File: config.mk
export PLATFORM = sky130hd
export DESIGN_NAME = vitm_irq_timestamp_monitor
export DESIGN_NICKNAME = d
export VERILOG_FILES = /design/src/rtl/vitm_pkg.sv /design/src/rtl/vitm_elapsed_timer.sv /design/src/rtl/vitm_irq_timestamp_monitor.sv
export SDC_FILE = /design/constraint.sdc
export NUM_CORES = 1
export LEC_CHECK = 0
export ABC_AREA = 1
export BUFFER_PORTS_ARGS = -buffer_cell sky130_fd_sc_hd__buf_4
export CORE_MARGIN = 2
export CORE_UTILIZATION = 53
export DETAILED_ROUTE_END_ITERATION = 7
export GPL_TIMING_DRIVEN = 1
export HOLD_SLACK_MARGIN = 0.05
export PLACE_DENSITY = 0.85
export SYNTH_ARGS = -nofsm -noshare
export SYNTH_HDL_FRONTEND = slang
export SYNTH_SLANG_ARGS = --single-unit
File: constraint.sdc
create_clock -name SYS_CLK_I -period 1.93 [get_ports SYS_CLK_I]
set_input_delay 0.193 -clock SYS_CLK_I [delete_from_list [all_inputs] [get_ports SYS_CLK_I]]
set_output_delay 0.193 -clock SYS_CLK_I [all_outputs]
set_load 0.1 [all_outputs]
File: src/rtl/vitm_pkg.sv
// constants, types and command codes for the irq timestamp monitor
// assumes a single 125 MHz clock and a command port driven by firmware
`default_nettype none

package vitm_pkg;

   // clock and elapsed time
   localparam int unsigned CLK_PERIOD_NS = 8;
   localparam int unsigned SECOND_NS     = 1_000_000_000;
   localparam int unsigned TICKS_PER_SEC = SECOND_NS / CLK_PERIOD_NS;
   localparam logic [5:0]  SEC_LAST      = 6'h3B;
   localparam logic [5:0]  MIN_LAST      = 6'h3B;

   // interrupt lines
   localparam int unsigned NUM_IRQ       = 7;
   localparam logic [2:0]  IRQ_SEL_FIRST = 3'h1;
   localparam logic [2:0]  IRQ_SEL_LAST  = 3'h7;

   // enable mask
   localparam int unsigned MASK_W        = 16;
   localparam logic [15:0] MASK_RESET    = 16'h0000;
   localparam logic [15:0] MASK_PRESET   = 16'h7FFF;
   localparam logic [31:0] MASK_MAX      = 32'h0000FFFF;

   // error codes, two's complement
   localparam logic [15:0] ERR_NONE       = 16'h0000;
   localparam logic [15:0] ERR_DATA_RANGE = 16'hFF22;

   // command codes
   typedef enum logic [2:0] {
      OP_NOP        = 3'h0,
      OP_TIME_QUERY = 3'h1,
      OP_MASK_WRITE = 3'h2,
      OP_MASK_READ  = 3'h3,
      OP_PRESET     = 3'h4,
      OP_MON_START  = 3'h5,
      OP_COND_READ  = 3'h6
   } vitm_op_t;

   typedef struct packed {
      logic [15:0] hours;
      logic [5:0]  minutes;
      logic [5:0]  seconds;
   } vitm_time_t;

   typedef struct packed {
      vitm_op_t    op;
      logic [31:0] arg;
   } vitm_cmd_t;

   typedef struct packed {
      vitm_op_t    op;
      vitm_time_t  stamp;
      logic [15:0] mask;
      logic [6:0]  cond;
      logic [15:0] err_code;
   } vitm_rsp_t;

   localparam vitm_time_t TIME_ZERO = '{16'h0000, 6'h00, 6'h00};

endpackage : vitm_pkg

`default_nettype wire
File: src/rtl/vitm_elapsed_timer.sv
// elapsed time since power-on as hours, minutes, seconds
// assumes reset is the power-on reset; never cleared otherwise
`default_nettype none

module vitm_elapsed_timer #(
   parameter int unsigned TICKS = vitm_pkg::TICKS_PER_SEC
) (
   input  wire logic              clk_i,
   input  wire logic              rst_i,
   output var  vitm_pkg::vitm_time_t now_o
);

   logic [31:0] tick_q;
   logic        sec_stb;

   // wrapping increment shared by the seconds and minutes fields
   function automatic logic [5:0] wrap_inc(input logic [5:0] v,
                                           input logic [5:0] last);
      if (v == last) begin
         wrap_inc = 6'h00;
      end else begin
         wrap_inc = v + 6'h01;
      end
   endfunction : wrap_inc

   assign sec_stb = (tick_q == TICKS[31:0] - 32'h00000001);

   // sub-second prescaler
   always_ff @(posedge clk_i) begin
      if (rst_i || sec_stb) begin
         tick_q <= 32'h00000000;
      end else begin
         tick_q <= tick_q + 32'h00000001;
      end
   end

   always_ff @(posedge clk_i) begin
      if (rst_i) begin
         now_o <= vitm_pkg::TIME_ZERO;
      end else if (sec_stb) begin
         now_o.seconds <= wrap_inc(now_o.seconds, vitm_pkg::SEC_LAST);
         if (now_o.seconds == vitm_pkg::SEC_LAST) begin
            now_o.minutes <= wrap_inc(now_o.minutes, vitm_pkg::MIN_LAST);
            if (now_o.minutes == vitm_pkg::MIN_LAST) begin
               now_o.hours <= now_o.hours + 16'h0001;
            end
         end
      end
   end

endmodule : vitm_elapsed_timer

`default_nettype wire

File: src/rtl/vitm_irq_timestamp_monitor.sv
// first-assertion timestamp capture for the seven bus irq lines
// assumes irq pins are asynchronous and active low; command port,
// clear flag and nonvolatile mask copy come from same-clock logic
`default_nettype none

module vitm_irq_timestamp_monitor #(
   parameter int unsigned TICKS_PER_SEC = vitm_pkg::TICKS_PER_SEC
) (
   input  wire logic                 SYS_CLK_I,
   input  wire logic                 RESET_I,
   // backplane interrupt request pins, bit 0 is IRQ1
   input  wire logic [6:0]           IRQ_N_I,
   // strap-like inputs sampled once after reset
   input  wire logic                 POWER_ON_STATUS_CLEAR_FLAG_I,
   input  wire logic [15:0]          NV_MASK_I,
   // command request and answer
   input  wire logic                 CMD_VALID_I,
   input  wire vitm_pkg::vitm_cmd_t  CMD_I,
   output var  logic                 CMD_READY_O,
   output var  logic                 RSP_VALID_O,
   output var  vitm_pkg::vitm_rsp_t  RSP_O,
   // live view of latched lines and enabled events
   output var  logic [6:0]           IRQ_LATCHED_O,
   output var  logic [6:0]           IRQ_EVENT_O,
   output var  logic [15:0]          MASK_O
);

   typedef enum {
      ST_INIT,
      ST_RUN
   } vitm_state_t;

   vitm_state_t state_q;

   logic [6:0]           irq_meta_q;
   logic [6:0]           irq_sync_q;
   logic [6:0]           irq_prev_q;
   logic [6:0]           irq_level;
   logic [6:0]           irq_rise;

   logic [6:0]           armed_q;
   logic [6:0]           cond_q;
   vitm_pkg::vitm_time_t cap_q [vitm_pkg::NUM_IRQ];
   logic [15:0]          mask_q;
   vitm_pkg::vitm_time_t now;

   logic                 cmd_take;
   logic                 do_start;
   logic                 do_mask_write;
   logic                 do_preset;
   logic                 mask_arg_ok;
   logic                 sel_ok;
   logic [2:0]           sel_idx;

   // elapsed time source
   vitm_elapsed_timer #(
      .TICKS (TICKS_PER_SEC)
   ) u_timer (
      .clk_i (SYS_CLK_I),
      .rst_i (RESET_I),
      .now_o (now)
   );

   // two-flop synchroniser on the irq pins
   always_ff @(posedge SYS_CLK_I) begin
      if (RESET_I) begin
         irq_meta_q <= 7'h7F;
         irq_sync_q <= 7'h7F;
      end else begin
         irq_meta_q <= IRQ_N_I;
         irq_sync_q <= irq_meta_q;
      end
   end

   // previous asserted level for edge finding
   always_ff @(posedge SYS_CLK_I) begin
      if (RESET_I) begin
         irq_prev_q <= 7'h00;
      end else begin
         irq_prev_q <= irq_level;
      end
   end

   assign irq_level = ~irq_sync_q;
   assign irq_rise  = irq_level & ~irq_prev_q;

   // command decode
   assign cmd_take      = CMD_VALID_I && (state_q == ST_RUN);
   assign do_start      = cmd_take && (CMD_I.op == vitm_pkg::OP_MON_START);
   assign do_preset     = cmd_take && (CMD_I.op == vitm_pkg::OP_PRESET);
   assign do_mask_write = cmd_take && (CMD_I.op == vitm_pkg::OP_MASK_WRITE);
   assign mask_arg_ok   = (CMD_I.arg <= vitm_pkg::MASK_MAX);

   // line selector check and zero-based index
   assign sel_ok  = (CMD_I.arg[31:3] == 29'h00000000) &&
                    (CMD_I.arg[2:0] >= vitm_pkg::IRQ_SEL_FIRST) &&
                    (CMD_I.arg[2:0] <= vitm_pkg::IRQ_SEL_LAST);
   assign sel_idx = CMD_I.arg[2:0] - vitm_pkg::IRQ_SEL_FIRST;

   // init then run; the init cycle takes the power-on mask choice
   always_ff @(posedge SYS_CLK_I) begin
      if (RESET_I) begin
         state_q <= ST_INIT;
      end else begin
         case (state_q)
            ST_INIT: begin
               state_q <= ST_RUN;
            end
            ST_RUN: begin
               state_q <= ST_RUN;
            end
            default: begin
               state_q <= ST_INIT;
            end
         endcase
      end
   end

   // enable mask register
   always_ff @(posedge SYS_CLK_I) begin
      if (RESET_I) begin
         mask_q <= vitm_pkg::MASK_RESET;
      end else if (state_q == ST_INIT) begin
         if (POWER_ON_STATUS_CLEAR_FLAG_I) begin
            mask_q <= vitm_pkg::MASK_PRESET;
         end else begin
            mask_q <= NV_MASK_I;
         end
      end else if (do_preset) begin
         mask_q <= vitm_pkg::MASK_PRESET;
      end else if (do_mask_write && mask_arg_ok) begin
         // store full value, unused bits kept
         mask_q <= CMD_I.arg[15:0];
      end
   end

   // armed flags: cleared by capture, rearmed by start or power-on
   always_ff @(posedge SYS_CLK_I) begin
      if (RESET_I) begin
         armed_q <= 7'h7F;
      end else begin
         for (int i = 0; i < vitm_pkg::NUM_IRQ; i++) begin
            if (irq_rise[i] && armed_q[i]) begin
               armed_q[i] <= 1'b0;
            end else if (do_start) begin
               armed_q[i] <= 1'b1;
            end
         end
      end
   end

   // capture registers, one per line
   always_ff @(posedge SYS_CLK_I) begin
      if (RESET_I) begin
         for (int i = 0; i < vitm_pkg::NUM_IRQ; i++) begin
            cap_q[i] <= vitm_pkg::TIME_ZERO;
         end
      end else begin
         for (int i = 0; i < vitm_pkg::NUM_IRQ; i++) begin
            // only while armed, copy the clock
            if (irq_rise[i] && armed_q[i]) begin
               cap_q[i] <= now;
            end else if (do_start) begin
               cap_q[i] <= vitm_pkg::TIME_ZERO;
            end
         end
      end
   end

   // latched line state
   always_ff @(posedge SYS_CLK_I) begin
      if (RESET_I) begin
         cond_q <= 7'h00;
      end else begin
         for (int i = 0; i < vitm_pkg::NUM_IRQ; i++) begin
            // latch, cleared by start unless set now
            if (irq_level[i]) begin
               cond_q[i] <= 1'b1;
            end else if (do_start) begin
               cond_q[i] <= 1'b0;
            end
         end
      end
   end

   // live outputs, registered
   always_ff @(posedge SYS_CLK_I) begin
      if (RESET_I) begin
         IRQ_LATCHED_O <= 7'h00;
         IRQ_EVENT_O   <= 7'h00;
         MASK_O        <= vitm_pkg::MASK_RESET;
      end else begin
         IRQ_LATCHED_O <= cond_q;
         // only low seven mask bits gate events
         IRQ_EVENT_O   <= cond_q & mask_q[6:0];
         MASK_O        <= mask_q;
      end
   end

   // ready once the power-on mask is settled
   always_ff @(posedge SYS_CLK_I) begin
      if (RESET_I) begin
         CMD_READY_O <= 1'b0;
      end else begin
         CMD_READY_O <= 1'b1;
      end
   end

   // answer path, one cycle after the command is taken
   always_ff @(posedge SYS_CLK_I) begin
      if (RESET_I) begin
         RSP_VALID_O <= 1'b0;
         RSP_O       <= '0;
      end else begin
         RSP_VALID_O    <= cmd_take;
         RSP_O.op       <= CMD_I.op;
         RSP_O.stamp    <= vitm_pkg::TIME_ZERO;
         RSP_O.mask     <= 16'h0000;
         RSP_O.cond     <= 7'h00;
         RSP_O.err_code <= vitm_pkg::ERR_NONE;
         if (cmd_take) begin
            case (CMD_I.op)
               vitm_pkg::OP_TIME_QUERY: begin
                  // selected line time, zero if none
                  if (sel_ok) begin
                     RSP_O.stamp <= cap_q[sel_idx];
                  end else begin
                     RSP_O.err_code <= vitm_pkg::ERR_DATA_RANGE;
                  end
               end
               vitm_pkg::OP_MASK_WRITE: begin
                  // out of range leaves mask, reports error
                  if (!mask_arg_ok) begin
                     RSP_O.err_code <= vitm_pkg::ERR_DATA_RANGE;
                  end
                  RSP_O.mask <= mask_arg_ok ? CMD_I.arg[15:0] : mask_q;
               end
               vitm_pkg::OP_MASK_READ: begin
                  RSP_O.mask <= mask_q;
               end
               vitm_pkg::OP_PRESET: begin
                  RSP_O.mask <= vitm_pkg::MASK_PRESET;
               end
               vitm_pkg::OP_COND_READ: begin
                  RSP_O.cond <= cond_q;
               end
               default: begin
                  RSP_O.mask <= mask_q;
               end
            endcase
         end
      end
   end

endmodule : vitm_irq_timestamp_monitor

`default_nettype wire

==> results.md <==
* Leakage at roughly 8 nW
* First-pass GRT wire length at about 70,000 um
* Buffers on Ports at ~160
* Fin Hold WS at about 0.064 ns
* Top-count cell post-synth: nor2_1
* Fin Clk Skew at about 0.028 ns
* WP buf/inv at 1
* Setup TNS at 0 ns
* CP endpoint kind: register
* Crit Reg-Reg Endpoint: u_timer.now_o[17]$_SDFFE_PP0P_
* Mapped Area at ~17,000 um2
* Clock sinks at around 400
* Post-synth top cells: nor2_1, nand2_1, dfxtp_1, edfxtp_1, o21ai_0
* CTS buffer count at just over 40
* Initial antenna violation count at 1
* Max-slew headroom at the worst pin at roughly half
* Routed wire length per instance at 17.6 um
* Post-synthesis mux area share at 0%
* IO Count at ~160
* Hold Path Class: input port to register
* Worst Path Arrival at ~2.3 ns
* Final min period at between 1.5 and 2 ns
* GRT Util Overall at a little over a quarter
* Ys Warns at 0
* Die height at roughly 180 um
* Detailed Routing Iterations Pass 1 at 6
* DRC errors left at 0
* Crit path max-delay family: simple AND/OR/NAND/NOR gates
* Later-pin clock latency in the skew report at about 0.55 ns
* Total wire length at 45,000 um
* CP Cell Sequence: ha_1 > nand2_2 > nor2_4 > nand3_2 > nor2_4 > nand2_4 > nor2_8 > buf_4 > nand2_2 > a21oi_2
* DP Worst Slack at 0.0332 ns
* GRT busiest layer: met2
* Synth Area in Adders at less than 1%
* PnR worst setup slack at around 0.063 ns
* Initial Util at between 50% and 60%
* Final period util at 96.7%
* CTS tree: yes
* R2R Setup Slk at between 0.06 and 0.07 ns
* Crit Path Class: register to register
* Total design power at 19.8 mW
* Largest family of logic cells by synthesized area: simple AND/OR/NAND/NOR gates
* Post-Syn Instances at a little under 2,000
* CTS H-tree depth at 2
* Startpoint Class: register
* Sequential area share after synthesis at 59.1%
* Max Buffers Root-to-Sink at 3
* Largest net degree at the start of global routing at 85
* Hold Startpoint: CMD_I[1]
* Power density cells at ~960 nW/um2
* Status: finished clean
* Final net count at 2,192
* N_diodes at 0
* Synth Area in Simple Gates at a little under a quarter
* Share of post-route cells with drive strength above 1 at between 10% and 20%
* Post-synth top flop: dfxtp_1
* R2r worst-path depth at 10
* Fin. Hold Viols at 0
* Final setup vio count at 0
* Seq cells post-synth at ~400
* Site row count at 65
* Leading area contributor after synthesis: edfxtp_1
* Die outline width at 182 um
* Vias per cell at about 5.5
* Xor-xnor portion of the synthesized cell area at roughly 1.2%
* Detailed Route Iter0 Violations at 1,597
* CP Max Fanout at 10
* M3 GR Usage at under 10%
* Unique masters post-synth at 36
* Worst path required time at between 2 and 2.5 ns
* Met2 global-route usage at 45.8%
* Hpwl dp at ~28,000 um
* Max-cap violations at 0
* Worst Hold Path Cells at 5
* M1 GR Usage at around a third
* Crit-path slowest cell: dfxtp_1
* Complex-gate fraction of the synthesized area at ~9.9%
* EDFF count, synth at between 150 and 200
* Slew @ Worst Pin at 0.771 ns
* Worst Hold End: mask_q[1]$_SDFFE_PP0P_
* Synth area leaders: edfxtp_1, dfxtp_1, nor2_1
* Core footprint at around 31,000 um2
* Worst path max stage delay at 0.35 ns
* DR vias at 14,100
* CTS Root Cell: clkbuf_16
* IR drop worst, VDD at about 0.65 mV
* Final ANT Viol Nets at 0
* Synth-to-layout area growth at 23.0%
* Top-area cell type share of the netlist area at 35.2%
* Worst-path clk slew at 0.06 ns
* Max Slew Vio Count at 0
* Post-synth ARST share at 0%
* Critical R2R Launch: u_timer.tick_q[1]$_SDFF_PP0_
* Gpl congestion at ~0.96
* Vias in the first global route at around 14,000
* Remaining global-route overflow at 0
* Full die area at between 30,000 and 40,000 um2
* Fmax achieved at 0.536 GHz
* Mean cell area of the mapped netlist at ~8.7 um2
cell families after synthesis:
logic type,after synthesis
buffers and inverters,255
other,1
flip-flops,395
AO/OA/AOI/OAI,320
XOR/XNOR,22
AND/OR/NAND/NOR,923
adder cells (fa/ha/maj),7
layout by cell type (no fill, tap or decap), types with 17 or more instances in the layout:
master	synthesis	layout
buf_4	17	199
buf_12	0	23
edfxtp_1	196	196
clkbuf_16	0	45
nor3_1	22	21
nand4_1	17	17
nand2_1	297	295
nand2b_1	28	28
dlygate4sd3_1	0	23
nand3_1	35	35
xor2_1	22	21
dfxtp_1	199	198
a21oi_1	111	110
or2_2	18	18
o21ai_0	178	178
nor2_1	476	474
inv_1	134	133
state kept, by name (all words and copies together) (netlist names), 16 cells and up:
signal          count
cap_q             196
RSP_O              55
u_timer.tick_q     32
u_timer.now_o      28
MASK_O             16
mask_q             16
worst max-delay path by stage:
stage,endpoint,cells after the start,slack [ns],startpoint
3_3_place_gp,cap_q[6][11]$_SDFFCE_PP0P_,6,0.02,CMD_I[34]
6_report,u_timer.now_o[17]$_SDFFE_PP0P_,10,0.06,u_timer.tick_q[1]$_SDFF_PP0_
5_1_grt,u_timer.now_o[20]$_SDFFE_PP0P_,10,-0.04,u_timer.now_o[1]$_SDFFE_PP0P_
2_1_floorplan,cap_q[6][0]$_SDFFCE_PP0P_,5,-0.16,state_q[0]$_SDFF_PP0_
3_5_place_dp,cap_q[6][11]$_SDFFCE_PP0P_,6,0.03,CMD_I[34]
4_1_cts,u_timer.now_o[20]$_SDFFE_PP0P_,10,0.03,u_timer.now_o[1]$_SDFFE_PP0P_
cell type report:
| cell class | count | area, um2 |
|---|---|---|
| inverter | 160 | 603 |
| multi-input combinational | 1280 | 5870 |
| sequential | 395 | 9870 |
| clock inverter | 14 | 229 |
| timing repair buffer | 245 | 2180 |
| clock buffer | 61 | 1290 |
| fill | 2265 | 10800 |
| tap | 402 | 503 |
repair_timing:
action                                  4_1_cts  5_1_grt
hold buffers                                 23        0
endpoints found under the setup margin        0       28
setup buffers                                 0       15
hold endpoints to repair                     25        0
resized for setup                             0       12
worst min-delay path, cell delays in order:
cell     delay (ns)
buf_4          0.12
o21ai_0        0.09
nand2_1        0.05
o21ai_0        0.06
inv_1          0.05
where the power goes:
group / switching, mW / internal (mW) / total [mW]
Clock: 3.36 / 5.32 / 8.68
Combinational: 1.33 / 0.568 / 1.90
Sequential: 0.114 / 9.13 / 9.24
Total: 4.80 / 15.0 / 19.8
layer usage:
| layer | wire length [um] | vias up |
|---|---|---|
| li1 | - | 6631 |
| met3 | 4570 | 147 |
| met4 | 1850 | 2 |
| met1 | 16800 | 6503 |
| met5 | 13 | - |
| met2 | 21800 | 804 |
through the flow:
| stage | cell area (um2) | utilization, % | std cells |
|---|---|---|---|
| final | 20500 | 65.6 | 2557 |
| after detailed placement | 18600 | 59.5 | 2442 |
| after global routing | 20500 | 65.6 | 2557 |
| after CTS | 20400 | 65.1 | 2540 |
| after floorplan | 16700 | - | 1928 |
| after global placement | 18600 | 59.5 | 2442 |
Note: power is estimated with default switching activity, not from simulation.
